==> config.mk <==
export PLATFORM = sky130hd
export DESIGN_NAME = fpdrc_top
export DESIGN_NICKNAME = d
export VERILOG_FILES = /design/src/logic/fpdrc_pkg.sv /design/src/logic/fpdrc_top.sv
export SDC_FILE = /design/constraint.sdc
export NUM_CORES = 1
export LEC_CHECK = 0
export BUFFER_PORTS_ARGS = -buffer_cell sky130_fd_sc_hd__buf_2
export CORE_AREA = 4 4 94 79
export CTS_BUF_LIST = sky130_fd_sc_hd__clkbuf_4
export DETAILED_ROUTE_END_ITERATION = 10
export DIE_AREA = 0 0 98 83
export PLACE_DENSITY = 0.68
export SETUP_SLACK_MARGIN = 0.4
export SYNTH_ARGS = -nofsm -noshare
export SYNTH_HDL_FRONTEND = slang
export SYNTH_SLANG_ARGS = --single-unit
==> constraint.sdc <==
create_clock -name i_clk -period 3.4 [get_ports i_clk]
set_clock_uncertainty 0.05 [all_clocks]
set_input_delay 0 -clock i_clk [delete_from_list [all_inputs] [get_ports i_clk]]
set_output_delay 0 -clock i_clk [all_outputs]
set_load 0.005 [all_outputs]
==> src/logic/fpdrc_pkg.sv <==
// Package of constants and types for the flash power-down and reset control
// Notes on behaviour
// B9h with select bit set enters light sleep
// B9h with select bit clear enters deepest sleep
// 79h always enters deepest sleep
// Select bit is fourth status register bit 7
// ABh leaves light sleep, keeps SRAM and data
// ABh leaves deepest sleep through internal reset
// 66h then 99h leaves light sleep
// 66h/99h never leaves deepest sleep
// F0h never leaves any sleep state
// Chip select rise alone keeps sleep
// Power-on, serial or pin reset wakes both
// Host enables reset pin before sleeping
// Light exit short, deepest exit long recovery
// Any reset aborts program/erase and resets device
// F0h halts program/erase without device reset
// Program class is 02h AFh ADh A2h 32h 9Bh
// Erase class is 20h 52h D8h 60h C7h
// Light wake keeps error flags, deepest clears
// Asleep: ignore other commands, output undriven
package fpdrc_pkg;

	// Opcodes
	localparam logic [7:0] OP_SLEEP     = 8'hb9;
	localparam logic [7:0] OP_DEEP      = 8'h79;
	localparam logic [7:0] OP_RESUME    = 8'hab;
	localparam logic [7:0] OP_RST_EN    = 8'h66;
	localparam logic [7:0] OP_RST_DO    = 8'h99;
	localparam logic [7:0] OP_TERMINATE = 8'hf0;
	localparam logic [7:0] OP_PG_BYTE   = 8'h02;
	localparam logic [7:0] OP_PG_SEQ_A  = 8'haf;
	localparam logic [7:0] OP_PG_SEQ_B  = 8'had;
	localparam logic [7:0] OP_PG_DUAL   = 8'ha2;
	localparam logic [7:0] OP_PG_QUAD   = 8'h32;
	localparam logic [7:0] OP_PG_OTP    = 8'h9b;
	localparam logic [7:0] OP_ER_4K     = 8'h20;
	localparam logic [7:0] OP_ER_32K    = 8'h52;
	localparam logic [7:0] OP_ER_64K    = 8'hd8;
	localparam logic [7:0] OP_ER_CHIP_A = 8'h60;
	localparam logic [7:0] OP_ER_CHIP_B = 8'hc7;

	// Select bit position inside the fourth status register
	localparam int SLEEP_SELECT_POS = 7;
	// Serial reset pattern of SI levels caught at four chip-select falls
	localparam logic [3:0] SER_RST_PATTERN = 4'h5;

	// Timing
	localparam int CLK_PERIOD_NS = 100;
	localparam int LIGHT_SLEEP_EXIT_NS = 3000;
	localparam int DEEPEST_SLEEP_EXIT_NS = 300000;
	localparam int LIGHT_EXIT_CYC_I =
		(LIGHT_SLEEP_EXIT_NS + CLK_PERIOD_NS - 1) / CLK_PERIOD_NS;
	localparam int DEEP_EXIT_CYC_I =
		(DEEPEST_SLEEP_EXIT_NS + CLK_PERIOD_NS - 1) / CLK_PERIOD_NS;
	localparam int RCNT_W = 12;
	localparam logic [RCNT_W-1:0] LIGHT_EXIT_CYC = RCNT_W'(LIGHT_EXIT_CYC_I);
	localparam logic [RCNT_W-1:0] DEEP_EXIT_CYC = RCNT_W'(DEEP_EXIT_CYC_I);

	// Reset values
	localparam logic [1:0] SYNC_RST = 2'h3;

	typedef enum logic [2:0] {
		ST_IDLE,
		ST_LIGHT,
		ST_DEEP,
		ST_RECOVER
	} fpdrc_state_t;

	// Status shown to the rest of the device
	typedef struct packed {
		logic light_sleep;
		logic deepest_sleep;
		logic recovering;
		logic op_busy;
		logic prog_error;
		logic erase_error;
	} fpdrc_status_t;

	// Serial pins seen from the device
	typedef struct packed {
		logic sck;
		logic cs_n;
		logic si;
		logic reset_n;
	} fpdrc_pins_t;

endpackage

==> src/logic/fpdrc_top.sv <==
// Power-down state control with reset and terminate handling for the flash
`timescale 1ns/10ps
module fpdrc_top (
	// Clock and reset
	input  wire logic                    i_clk,
	input  wire logic                    i_arst_n,
	// Serial pins from the host
	input  wire fpdrc_pkg::fpdrc_pins_t  i_pins,
	// Fourth status register and reset pin enable
	input  wire logic [7:0]              i_fourth_status_register,
	input  wire logic                    i_hw_reset_enable,
	// Program and erase engine
	input  wire logic                    i_op_done,
	input  wire logic                    i_prog_err_set,
	input  wire logic                    i_erase_err_set,
	// Serial output pin
	output logic                         o_so,
	output logic                         o_so_oe_n,
	// Status and events
	output fpdrc_pkg::fpdrc_status_t     o_status,
	output logic                         o_ready,
	output logic                         o_dev_reset,
	output logic                         o_op_halt
);
	import fpdrc_pkg::*;

	// Two-stage synchronisers for all pins
	logic [1:0] sck_s_reg, cs_s_reg, si_s_reg, rst_s_reg;
	logic       sck_d_reg, cs_d_reg, rst_d_reg;
	always_ff @(posedge i_clk or negedge i_arst_n) begin
		if (!i_arst_n) begin
			sck_s_reg <= 2'h0;
			cs_s_reg  <= SYNC_RST;
			si_s_reg  <= 2'h0;
			rst_s_reg <= SYNC_RST;
			sck_d_reg <= 1'b0;
			cs_d_reg  <= 1'b1;
			rst_d_reg <= 1'b1;
		end else begin
			sck_s_reg <= {sck_s_reg[0], i_pins.sck};
			cs_s_reg  <= {cs_s_reg[0], i_pins.cs_n};
			si_s_reg  <= {si_s_reg[0], i_pins.si};
			rst_s_reg <= {rst_s_reg[0], i_pins.reset_n};
			sck_d_reg <= sck_s_reg[1];
			cs_d_reg  <= cs_s_reg[1];
			rst_d_reg <= rst_s_reg[1];
		end
	end

	// Edge detection on the synchronised pins
	wire sck_rise = sck_s_reg[1] & ~sck_d_reg;
	wire cs_fall  = ~cs_s_reg[1] & cs_d_reg;
	wire cs_rise  = cs_s_reg[1] & ~cs_d_reg;
	wire sel_low  = ~cs_s_reg[1];
	wire pin_rst  = i_hw_reset_enable & ~rst_s_reg[1] & rst_d_reg;

	// Opcode shifter: first eight SCK rises of a frame
	logic [7:0] shift_reg;
	logic [3:0] bits_reg;
	logic       clocked_reg;
	logic [3:0] ser_hist_reg;
	logic       ser_si_reg;
	always_ff @(posedge i_clk or negedge i_arst_n) begin
		if (!i_arst_n) begin
			shift_reg    <= 8'h00;
			bits_reg     <= 4'h0;
			clocked_reg  <= 1'b0;
			ser_hist_reg <= 4'h0;
			ser_si_reg   <= 1'b0;
		end else begin
			if (cs_fall) begin
				bits_reg    <= 4'h0;
				clocked_reg <= 1'b0;
				ser_si_reg  <= si_s_reg[1];
			end else if (sel_low && sck_rise) begin
				clocked_reg <= 1'b1;
				if (bits_reg < 4'h8) begin
					shift_reg <= {shift_reg[6:0], si_s_reg[1]};
					bits_reg  <= bits_reg + 4'h1;
				end
			end
			// Frames without clocks feed the serial reset history
			if (cs_rise)
				ser_hist_reg <= clocked_reg ? 4'h0
					: {ser_hist_reg[2:0], ser_si_reg};
		end
	end

	// Command decode at chip-select rise
	wire cmd_ok  = cs_rise & (bits_reg == 4'h8);
	wire ser_rst = cs_rise & ~clocked_reg
		& ({ser_hist_reg[2:0], ser_si_reg} == SER_RST_PATTERN);
	wire is_sleep  = cmd_ok & (shift_reg == OP_SLEEP);
	wire is_deep   = cmd_ok & (shift_reg == OP_DEEP);
	wire is_resume = cmd_ok & (shift_reg == OP_RESUME);
	wire is_rst_en = cmd_ok & (shift_reg == OP_RST_EN);
	wire is_rst_do = cmd_ok & (shift_reg == OP_RST_DO);
	wire is_term   = cmd_ok & (shift_reg == OP_TERMINATE);
	wire is_prog   = cmd_ok & ((shift_reg == OP_PG_BYTE)
		| (shift_reg == OP_PG_SEQ_A) | (shift_reg == OP_PG_SEQ_B)
		| (shift_reg == OP_PG_DUAL) | (shift_reg == OP_PG_QUAD)
		| (shift_reg == OP_PG_OTP));
	wire is_erase  = cmd_ok & ((shift_reg == OP_ER_4K)
		| (shift_reg == OP_ER_32K) | (shift_reg == OP_ER_64K)
		| (shift_reg == OP_ER_CHIP_A) | (shift_reg == OP_ER_CHIP_B));
	wire sel_light = i_fourth_status_register[SLEEP_SELECT_POS];

	// Main state and bookkeeping
	fpdrc_state_t      state_reg, state_next;
	logic [RCNT_W-1:0] rcnt_reg, rcnt_next;
	logic              arm_reg, busy_reg, busy_prog_reg;
	logic              perr_reg, eerr_reg;

	// External reset sources act from every state
	wire ext_rst  = ser_rst | pin_rst;
	wire pair_rst = is_rst_do & arm_reg;
	wire in_light = (state_reg == ST_LIGHT);
	wire in_deep  = (state_reg == ST_DEEP);
	wire in_idle  = (state_reg == ST_IDLE);
	wire idle_rst = in_idle & pair_rst;
	wire lite_rst = in_light & pair_rst;
	wire deep_ab  = in_deep & is_resume;
	wire dev_rst  = ext_rst | idle_rst | lite_rst | deep_ab;
	wire halt     = in_idle & busy_reg & is_term;
	wire go_sleep = in_idle & ~busy_reg & (is_sleep | is_deep);

	// Next-state selection
	always_comb begin
		state_next = state_reg;
		rcnt_next  = (rcnt_reg != '0) ? rcnt_reg - 1'b1 : rcnt_reg;
		unique case (state_reg)
			ST_IDLE: begin
				if (go_sleep)
					state_next = (is_sleep & sel_light)
						? ST_LIGHT : ST_DEEP;
			end
			ST_LIGHT: begin
				// Resume, reset pair or external reset; F0h, CS ignored
				if (is_resume | lite_rst | ext_rst) begin
					state_next = ST_RECOVER;
					rcnt_next  = LIGHT_EXIT_CYC;
				end
			end
			ST_DEEP: begin
				// Only resume or external reset; pair and F0h ignored
				if (deep_ab | ext_rst) begin
					state_next = ST_RECOVER;
					rcnt_next  = DEEP_EXIT_CYC;
				end
			end
			ST_RECOVER: begin
				if (rcnt_reg == '0)
					state_next = ST_IDLE;
			end
		endcase
	end

	// State, counter and reset-enable latch
	always_ff @(posedge i_clk or negedge i_arst_n) begin
		if (!i_arst_n) begin
			state_reg <= ST_IDLE;
			rcnt_reg  <= '0;
			arm_reg   <= 1'b0;
		end else begin
			state_reg <= state_next;
			rcnt_reg  <= rcnt_next;
			if (dev_rst)
				arm_reg <= 1'b0;
			else if (cmd_ok)
				arm_reg <= is_rst_en;
		end
	end

	// Program/erase tracking and volatile error flags; flag sets win over clears, busy clears win
	always_ff @(posedge i_clk or negedge i_arst_n) begin
		if (!i_arst_n) begin
			busy_reg      <= 1'b0;
			busy_prog_reg <= 1'b0;
			perr_reg      <= 1'b0;
			eerr_reg      <= 1'b0;
		end else begin
			if (dev_rst | halt | i_op_done)
				busy_reg <= 1'b0;
			else if (in_idle & ~busy_reg & (is_prog | is_erase))
				busy_reg <= 1'b1;
			if (in_idle & ~busy_reg & (is_prog | is_erase))
				busy_prog_reg <= is_prog;
			// Light wake leaves flags alone, any reset clears them
			if (i_prog_err_set | (halt & busy_prog_reg))
				perr_reg <= 1'b1;
			else if (dev_rst | (in_idle & ~busy_reg & is_prog))
				perr_reg <= 1'b0;
			if (i_erase_err_set | (halt & ~busy_prog_reg))
				eerr_reg <= 1'b1;
			else if (dev_rst | (in_idle & ~busy_reg & is_erase))
				eerr_reg <= 1'b0;
		end
	end

	// Registered outputs; serial output is never driven by this block
	always_ff @(posedge i_clk or negedge i_arst_n) begin
		if (!i_arst_n) begin
			o_so        <= 1'b0;
			o_so_oe_n   <= 1'b1;
			o_status    <= '0;
			o_ready     <= 1'b0;
			o_dev_reset <= 1'b0;
			o_op_halt   <= 1'b0;
		end else begin
			o_so                   <= 1'b0;
			o_so_oe_n              <= 1'b1;
			o_status.light_sleep   <= (state_next == ST_LIGHT);
			o_status.deepest_sleep <= (state_next == ST_DEEP);
			o_status.recovering    <= (state_next == ST_RECOVER);
			o_status.op_busy       <= busy_reg;
			o_status.prog_error    <= perr_reg;
			o_status.erase_error   <= eerr_reg;
			o_ready                <= (state_next == ST_IDLE);
			o_dev_reset            <= dev_rst;
			o_op_halt              <= halt;
		end
	end

endmodule
==> impl_metrics.env, run 1 <==
export IMPL_outcome="complete, no violations"
export IMPL_drc=0
export IMPL_die_area_sq_um=8130
export IMPL_cts_buffer_depth=2
export IMPL_critical_path_class="reg2reg"
export IMPL_routed_via_density=5.24
export IMPL_setup_slack_ps=1180
export IMPL_layout_drive_gt1_share_pct=20.9
export IMPL_synth_ff_type="dfrtp_1"
export IMPL_post_route_period_util_pct=65.2
export IMPL_seq_area_frac_synth_pct=50.6
export IMPL_diodes=0
export IMPL_end_kind="flip-flop"
export IMPL_cp_endpoint="rcnt_reg[2]$_DFF_PN0_"
export IMPL_grt_pass1_vias=1973
export IMPL_antenna_found_initial=0
export IMPL_start_util_pct=43.1
export IMPL_arrival_ps=2440
export IMPL_finalSetupTns_ps=0
export IMPL_synth_area_sq_um=2840
export IMPL_mostFrequentLayoutCell="dfrtp_1"
export IMPL_synth_largest_area_cell="dfrtp_1"
export IMPL_vdd_drop_max_mv=0.245
export IMPL_crit_start="cs_s_reg[1]$_DFF_PN1_"
export IMPL_gp_congestion=0.831
export IMPL_synth_edf_count=0
export IMPL_maxCapViolations=0
export IMPL_rrSetupSlack_ps=1180
export IMPL_die_w_um=98
export IMPL_routedWlPerCell_um=13.3
export IMPL_core_sq_um=6590
export IMPL_row_count=27
export IMPL_largest_reg_flops=12
export IMPL_ys_types=61
export IMPL_crit_fanout=11
export IMPL_async_flop_share_pct=100
export IMPL_critPathRequiredTime_ps=3620
export IMPL_portBuffers=19
export IMPL_p_leak_nw=1.33
export IMPL_maxSlewViolCount=0
export IMPL_tightestPinTransition_ps=583
export IMPL_synth_area_leaders="dfrtp_1 (45%), dfstp_2 (5.6%), nand2_1 (5.2%)"
export IMPL_p_per_area_nw_per_um2=408
export IMPL_areaGrowthSynthToFinish_pct=9.97
export IMPL_fin_crit_ps=2220
export IMPL_syn_inst=270
export IMPL_rsz0062_at_grt="no"
export IMPL_synth_top_area_share_pct=45.0
export IMPL_fmax_mhz=451
export IMPL_vias=2033
export IMPL_htreeDepth=3
export IMPL_dp_hpwl_um=3570
export IMPL_cts_resized=0
export IMPL_die_h_um=83
export IMPL_cts_tree="yes"
export IMPL_synth_seq_cells=57
export IMPL_hold_violations=0
export IMPL_pre_cts_slack_ps=1170
export IMPL_ioPinCount=29
export IMPL_regToRegStartpoint="cs_s_reg[1]$_DFF_PN1_"
export IMPL_final_nets=317
export IMPL_antenna_left=0
export IMPL_hold_ws_ps=20.7
export IMPL_r2r_end="rcnt_reg[2]$_DFF_PN0_"
export IMPL_final_cell_mix="dfrtp_1 (51), nand2_1 (39), o21ai_0 (19), buf_2 (19), nor2_1 (16)"
export IMPL_ctsRootBufferMaster="clkbuf_4"
export IMPL_insertion_delay_ps=400
export IMPL_first_pass_iters=4
export IMPL_finalSetupViolCount=0
export IMPL_start_kind="flip-flop"
export IMPL_max_slew_margin_pct=61.0
export IMPL_grt_start_max_net_pins=37
export IMPL_grt_overflow_total=0
export IMPL_grt_pass1_wl_um=9210
export IMPL_ys_warn_count=0
export IMPL_hold_class="in2async"
export IMPL_numCtsBuffers=9
export IMPL_cts_sinks=57
export IMPL_total_power_w=0.00127
export IMPL_reg2regPathDepth=5
export IMPL_syn_avg_cell_area_sq_um=10.5
export IMPL_synthesis_nets=291
export IMPL_wirelength_um=5180
export IMPL_track_usage_pct=14.2
export IMPL_drtIter0Drc=189
export IMPL_path_clk_slew_ps=100
Yosys cell counts (5+ instances only):
cell and count:
nor3_1 9, xor2_1 5, nor2_1 16, inv_1 11, nand3_1 7, nand3b_1 5, a21oi_1 11, o21ai_0 19
dfrtp_1 51, nand2b_1 5, dfstp_2 6, nand2_1 39
critical path, cell delays in order (launching register included):
cell and delay, ps:
dfstp_2 590, or2b_2 420, nor4_4 370, o21bai_1 160, nor2_1 340, o21ai_0 150
report_power, final:
part | internal (W) | switching, W
combinational | 0.0000519 | 0.0000530
clock | 0.000153 | 0.000244
sequential | 0.000715 | 0.0000546
total | 0.000920 | 0.000352
cells by family (layout without fill, tap and decap cells):
logic type | count (synthesis) | in the layout | share of synthesized area [%]
adders and majority gates | 3 | 3 | 1.32
muxes | 4 | 4 | 1.50
other | 2 | 2 | 0.265
buffers and inverters | 24 | 55 | 5.65
AOI/OAI and AO/OA | 49 | 49 | 10.6
DFF | 57 | 57 | 50.6
xor gates and xnor gates | 7 | 7 | 2.16
and+or+nand+nor | 124 | 124 | 27.9
routing by layer:
metal	GRT usage (%)	share of wire [%]	up-vias
met1	19.0	48	963
met5	0	0	-
met4	6.42	2.0	0
met2	20.0	44	50
met3	5.96	6.1	9
li1	-	-	1011
metrics by stage:
stage                     instance area (sq um)  instances  util, %
after CTS                                  3120        388     47.4
after floorplan                            2840        270        -
after global placement                     2930        364     44.5
after detailed placement                   2930        364     44.5
after global routing                       3120        388     47.4
final                                      3120        388     47.4
worst min-delay path by stage:
stage               depth (start not counted)                      to  slack, ps      from
floorplan                                   0     arm_reg$_DFFE_PN0P_       -350  i_arst_n
global placement                            1   o_status[1]$_DFF_PN0_        -60  i_arst_n
detailed placement                          1    perr_reg$_DFFE_PN0P_        -70  i_arst_n
CTS                                         2  state_reg[0]$_DFF_PN0_         20  i_arst_n
global route                                2   rcnt_reg[0]$_DFF_PN0_         40  i_arst_n
finish                                      2   rcnt_reg[0]$_DFF_PN0_         20  i_arst_n
final cells by class:
type / instances / area (sq um)
Inverter: 11 / 41.3
Tap cell: 87 / 109
Sequential cell: 57 / 1430
Clock buffer: 10 / 75.1
Clock inverter: 6 / 35.0
Multi-Input combinational cell: 189 / 1240
Fill cell: 620 / 3470
Timing Repair Buffer: 28 / 183
repair_timing:
action                                  4_1_cts  5_1_grt
buffers inserted                              0        0
hold endpoints to repair                     28        0
endpoints found under the setup margin        0        0
hold buffers                                  8        0
Note: power is estimated with default switching activity, not from simulation.
==> run 2: changes to the inputs <==
--- a/config.mk
+++ b/config.mk
@@ -10,7 +10,7 @@
 export CTS_BUF_LIST = sky130_fd_sc_hd__clkbuf_4
 export DETAILED_ROUTE_END_ITERATION = 10
 export DIE_AREA = 0 0 98 83
-export PLACE_DENSITY = 0.68
+export PLACE_DENSITY = 0.71
 export SETUP_SLACK_MARGIN = 0.4
 export SYNTH_ARGS = -nofsm -noshare
 export SYNTH_HDL_FRONTEND = slang
==> constraint.sdc (replaced) <==
create_clock -name i_clk -period 1.9 [get_ports i_clk]
set_clock_uncertainty 0.05 [all_clocks]
set_input_delay 0 -clock i_clk [delete_from_list [all_inputs] [get_ports i_clk]]
set_output_delay 0 -clock i_clk [all_outputs]
set_load 0.005 [all_outputs]
==> run 2 against run 1 <==
Against the previous run: the run now ends with negative setup slack left; first-iteration DRC count down 43%; via count up 13%; worst hold slack better by 40 ps; wire length up 31%; combinational power rose to 3.6 times the previous value; critical path type unchanged; sequential power up 74%.
==> impl_metrics.env, run 2 (synthesized netlist as in run 1, its figures left out) <==
export IMPL_outcome="finished with violations"
export IMPL_violations="negative setup slack"
export IMPL_path_cells="inv_1 -> ha_2 -> nand3b_1 -> buf_6 -> buf_8 -> nor3_4 -> a31oi_1 -> a21oi_4 -> and3b_1"
export IMPL_dp_hpwl_um=4030
export IMPL_portBuffers=19
export IMPL_track_usage_pct=16.9
export IMPL_antenna_left=0
export IMPL_start_util_pct=43.1
export IMPL_pre_cts_slack_ps=-90.6
export IMPL_rrSetupSlack_ps=-80
export IMPL_row_count=27
export IMPL_crit_start="bits_reg[0]$_DFFE_PN0P_"
export IMPL_cp_slowest_cell="dfrtp_1"
export IMPL_dpl_cell_area_sq_um=3240
export IMPL_die_h_um=83
export IMPL_routedWlPerCell_um=15.6
export IMPL_cpPeakStageDelay_ps=390
export IMPL_die_area_sq_um=8130
export IMPL_arrival_ps=2230
export IMPL_path_clk_slew_ps=100
export IMPL_setup_slack_ps=-81.6
export IMPL_numCtsBuffers=9
export IMPL_start_kind="flip-flop"
export IMPL_final_cell_area_sq_um=3940
export IMPL_tightestPinTransition_ps=544
export IMPL_p_per_area_nw_per_um2=726
export IMPL_grt_start_max_net_pins=36
export IMPL_rsz0062_at_grt="yes"
export IMPL_ioPinCount=29
export IMPL_grt_overflow_total=0
export IMPL_fill_cells=523
export IMPL_grt_pass1_vias=2317
export IMPL_ctsRootBufferMaster="clkbuf_4"
export IMPL_cts_buffer_depth=2
export IMPL_final_cells=437
export IMPL_p_leak_nw=1.77
export IMPL_gp_congestion=0.833
export IMPL_areaGrowthSynthToFinish_pct=38.9
export IMPL_placedCellCount=398
export IMPL_vdd_drop_max_mv=0.518
export IMPL_hold_ws_ps=60.3
export IMPL_post_route_period_util_pct=104
export IMPL_max_slew_margin_pct=63.7
export IMPL_grt_pass1_wl_um=11200
export IMPL_first_pass_iters=4
export IMPL_maxSlewViolCount=0
export IMPL_fmax_mhz=505
export IMPL_mostFrequentLayoutCell="dfrtp_1"
export IMPL_fin_crit_ps=1980
export IMPL_largest_reg_flops=12
export IMPL_die_w_um=98
export IMPL_regToRegStartpoint="bits_reg[0]$_DFFE_PN0P_"
export IMPL_crit_buf_inv=3
export IMPL_vias=2300
export IMPL_finalSetupViolCount=9
export IMPL_routed_via_density=5.26
export IMPL_core_sq_um=6590
export IMPL_fin_util_pct=59.8
export IMPL_cts_sinks=57
export IMPL_critical_path_class="reg2reg"
export IMPL_maxCapViolations=0
export IMPL_antenna_found_initial=0
export IMPL_cts_tree="yes"
export IMPL_critPathRequiredTime_ps=2140
export IMPL_final_nets=366
export IMPL_crit_fanout=5
export IMPL_layout_drive_gt1_share_pct=44.9
export IMPL_htreeDepth=3
export IMPL_wirelength_um=6800
export IMPL_hold_violations=0
export IMPL_crit_family="simple AND/OR/NAND/NOR gates"
export IMPL_hold_class="in2async"
export IMPL_drc=0
export IMPL_final_cell_mix="dfrtp_1 (51), buf_4 (35), nand2_1 (31)"
export IMPL_insertion_delay_ps=390
export IMPL_diodes=0
export IMPL_end_kind="flip-flop"
export IMPL_drtIter0Drc=108
==> run 2: cell count changes in the layout (fill, tap and decap cells not counted), moves of 7 or more <==
| cell | before | now |
|---|---|---|
| o21ai_0 | 19 | 6 |
| buf_6 | 0 | 10 |
| o21ai_2 | 0 | 8 |
| buf_4 | 1 | 35 |
| nand2_2 | 0 | 7 |
| nand2_1 | 39 | 31 |
==> run 2: power breakdown <==
group,total [W],internal (W),switching [W]
logic,0.000380,0.000184,0.000196
registers,0.00134,0.00128,0.0000556
clock network,0.00114,0.000697,0.000448
==> run 2: worst paths after layout <==
check	end	cells past startpoint
max	o_status[4]$_DFF_PN0_	9
min in group i_clk	si_s_reg[0]$_DFF_PN0_	2
max in group asynchronous	rst_s_reg[1]$_DFF_PN1_	3
max reg2reg	o_status[4]$_DFF_PN0_	9
min	busy_prog_reg$_DFFE_PN0P_	2
min reg2reg	si_s_reg[1]$_DFF_PN0_	0
==> run 2: per-stage QoR <==
step	total power, W	TNS [ps]
3_3_place_gp	0.00164	-275
2_1_floorplan	0.00155	-114
6_report	0.00286	-412
4_1_cts	0.00285	-86.9
3_5_place_dp	0.00165	-1050
5_1_grt	0.00300	-2270
==> run 2: area by class of cell <==
cell class,count,area (sq um),area share (%)
clock buffer,11,82.6,2.10
sequential,57,1430,36.4
tap,87,109,2.76
timing repair buffer,76,621,15.8
multi-input combinational,190,1550,39.3
inverter,11,41.3,1.05
clock inverter,5,104,2.64
==> run 2: per-layer routing <==
layer | global-route usage [%] | wire length [um]
met1 | 22.5 | 3010
met2 | 26.9 | 3310
met3 | 4.28 | 402
met4 | 6.04 | 81
met5 | 0 | 0
==> run 2: timing repair <==
action,CTS,global route
hold buffers,8,0
buffers inserted,8,6
gates cloned,1,0
pin swaps,21,17
endpoints found under the hold margin,58,0
gates resized for setup,45,30
endpoints found under the setup margin,37,38
==> run 3: changes to the inputs <==
--- a/config.mk
+++ b/config.mk
@@ -6,11 +6,11 @@
 export NUM_CORES = 1
 export LEC_CHECK = 0
 export BUFFER_PORTS_ARGS = -buffer_cell sky130_fd_sc_hd__buf_2
-export CORE_AREA = 4 4 94 79
-export CTS_BUF_LIST = sky130_fd_sc_hd__clkbuf_4
+export CORE_AREA = 4 4 90 75
+export CTS_BUF_LIST = sky130_fd_sc_hd__clkbuf_8
 export DETAILED_ROUTE_END_ITERATION = 10
-export DIE_AREA = 0 0 98 83
-export PLACE_DENSITY = 0.71
+export DIE_AREA = 0 0 94 79
+export PLACE_DENSITY = 0.76
 export SETUP_SLACK_MARGIN = 0.4
 export SYNTH_ARGS = -nofsm -noshare
 export SYNTH_HDL_FRONTEND = slang
==> run 3 against run 2 <==
Against the previous run: the run still ends with negative setup slack left; die area decreased by 8.7%; cell count is 1.6% lower; clock-buffer cell count fell by 1; largest cell class unchanged; largest power group unchanged.
==> impl_metrics.env, run 3 (synthesized netlist as in run 1, its figures left out) <==
export IMPL_ioPinCount=29
export IMPL_multi_input_area_sq_um=1510
export IMPL_path_cells="inv_1 -> ha_1 -> nand3b_1 -> buf_6 -> nor4b_2 -> a41oi_1 -> o21ai_0 -> and3b_1"
export IMPL_wirelength_um=6370
export IMPL_p_sw_w=0.000693
export IMPL_end_kind="flip-flop"
export IMPL_layout_drive_gt1_share_pct=43.6
export IMPL_start_kind="flip-flop"
export IMPL_diodes=0
export IMPL_p_seq_share_pct=48.2
export IMPL_rsz0062_at_grt="yes"
export IMPL_maxCapViolations=0
export IMPL_track_usage_pct=18.8
export IMPL_portBuffers=19
export IMPL_maxSlewViolCount=0
export IMPL_die_h_um=79
export IMPL_rrSetupSlack_ps=-40
export IMPL_sw_frac_of_total_pct=25.0
export IMPL_ctsRootBufferMaster="clkbuf_8"
export IMPL_mostFrequentLayoutCell="dfrtp_1"
export IMPL_cts_sinks=57
export IMPL_final_cell_area_sq_um=3850
export IMPL_crit_family="simple AND/OR/NAND/NOR gates"
export IMPL_p_per_area_nw_per_um2=721
export IMPL_violations="negative setup slack"
export IMPL_critical_path_class="reg2reg"
export IMPL_cts_tree="yes"
export IMPL_fmax_mhz=516
export IMPL_path_clk_slew_ps=60
export IMPL_die_w_um=94
export IMPL_p_int_w=0.00208
export IMPL_arrival_ps=2170
export IMPL_cts_buffer_depth=2
export IMPL_areaGrowthSynthToFinish_pct=35.7
export IMPL_drtIter0Drc=150
export IMPL_cp_slowest_cell="dfrtp_1"
export IMPL_setup_slack_ps=-36.7
export IMPL_p_leak_nw=1.74
export IMPL_routedWlPerCell_um=14.8
export IMPL_grt_pass1_wl_um=10600
export IMPL_finalSetupViolCount=7
export IMPL_vdd_drop_max_mv=0.455
export IMPL_cpPeakStageDelay_ps=380
export IMPL_p_comb_share_pct=13.0
export IMPL_grt_overflow_total=0
export IMPL_hold_violations=0
export IMPL_grt_start_max_net_pins=22
export IMPL_antenna_left=0
export IMPL_start_util_pct=48.8
export IMPL_final_cell_mix="dfrtp_1 (51), buf_4 (38), nand2_1 (28)"
export IMPL_first_pass_iters=4
export IMPL_post_route_period_util_pct=102
export IMPL_grt_pass1_vias=2218
export IMPL_routed_via_density=5.23
export IMPL_core_sq_um=5820
export IMPL_dp_hpwl_um=4230
export IMPL_die_area_sq_um=7430
export IMPL_htreeDepth=3
export IMPL_gp_congestion=0.880
export IMPL_clock_power_share_pct=38.9
export IMPL_outcome="finished with violations"
export IMPL_numCtsBuffers=9
export IMPL_total_power_w=0.00277
export IMPL_largest_reg_flops=12
export IMPL_drc=0
export IMPL_fin_crit_ps=1940
export IMPL_dpl_cell_area_sq_um=3240
export IMPL_crit_buf_inv=2
export IMPL_hold_class="in2async"
export IMPL_fill_cells=452
export IMPL_final_nets=365
export IMPL_row_count=25
export IMPL_regArea_sq_um=1430
export IMPL_crit_fanout=4
export IMPL_critPathRequiredTime_ps=2130
export IMPL_insertion_delay_ps=350
export IMPL_antenna_found_initial=0
export IMPL_vias=2247
run 3: cell count changes in the layout (fill, tap and decap cells not counted), moves of 3 or more:
cell / delta
clkbuf_4: -11
clkbuf_8: +10
nand2_2: +4
buf_4: +3
inv_1: +3
nand2_1: -3
run 3: final timing paths:
kind / from / end / cells past startpoint
setup / recovery: bits_reg[0]$_DFFE_PN0P_ / o_status[4]$_DFF_PN0_ / 8
hold / removal: i_arst_n / shift_reg[5]$_DFFE_PN0P_ / 2
setup reg to reg: bits_reg[0]$_DFFE_PN0P_ / o_status[4]$_DFF_PN0_ / 8
hold reg to reg: si_s_reg[0]$_DFF_PN0_ / si_s_reg[1]$_DFF_PN0_ / 0
max in group asynchronous: i_arst_n / cs_d_reg$_DFF_PN1_ / 3
min in group i_clk: i_hw_reset_enable / o_dev_reset$_DFF_PN0_ / 4
run 3: power groups by stage:
stage / Sequential, W / Combinational (W) / Clock, W
after floorplan: 0.00133 / 0.000219 / 0
final: 0.00134 / 0.000360 / 0.00108
after global routing: 0.00134 / 0.000400 / 0.00118
after CTS: 0.00134 / 0.000337 / 0.00111
after detailed placement: 0.00136 / 0.000299 / 0
after global placement: 0.00135 / 0.000288 / 0
run 3: worst register-to-register path, delay by kind of cell, from the launching register on:
| kind | cells | cell delay (ps) |
|---|---|---|
| and+or+nand+nor | 3 | 670 |
| DFF | 1 | 380 |
| AOI/OAI and AO/OA | 2 | 370 |
| buffers and inverters | 2 | 280 |
| adders and majority gates | 1 | 130 |
run 3: layout make-up:
| cell class | count | share of cell area [%] |
|---|---|---|
| multi-input cells | 190 | 39.2 |
| flip-flops and latches | 57 | 37.3 |
| repair buffers | 75 | 14.9 |
| clock buffers | 10 | 3.58 |
| well taps | 81 | 2.63 |
| clock inverters | 6 | 1.33 |
| inverters | 11 | 1.07 |
run 3: per-stage QoR:
stage	setup TNS [ps]	hold slack [ps]	std cells	util [%]	setup slack (ps)
2_1_floorplan	-114	-346	270	-	-38.4
3_3_place_gp	-64.6	-90.8	394	55.7	-26.6
3_5_place_dp	-350	-80.7	394	55.7	-75.6
4_1_cts	-26.1	86.1	424	63.1	-11.0
5_1_grt	-2000	113	430	66.2	-133
6_report	-127	81.2	430	66.2	-36.7
run 3: metal layers:
| metal | global-route usage (%) | part of all wire [%] |
|---|---|---|
| met1 | 24.4 | 46 |
| met2 | 28.9 | 48 |
| met3 | 6.63 | 4.1 |
| met4 | 7.22 | 1.8 |
| met5 | 0 | 0 |
run 3: what timing repair did:
item                                   in CTS  in global routing
setup buffers                               4                  6
endpoints found under the hold margin      59                  0
gates resized for setup                    33                 35
cloned                                      2                  0
setup endpoints to repair                  37                 39
hold buffers                                8                  0
pin swaps                                  11                 11
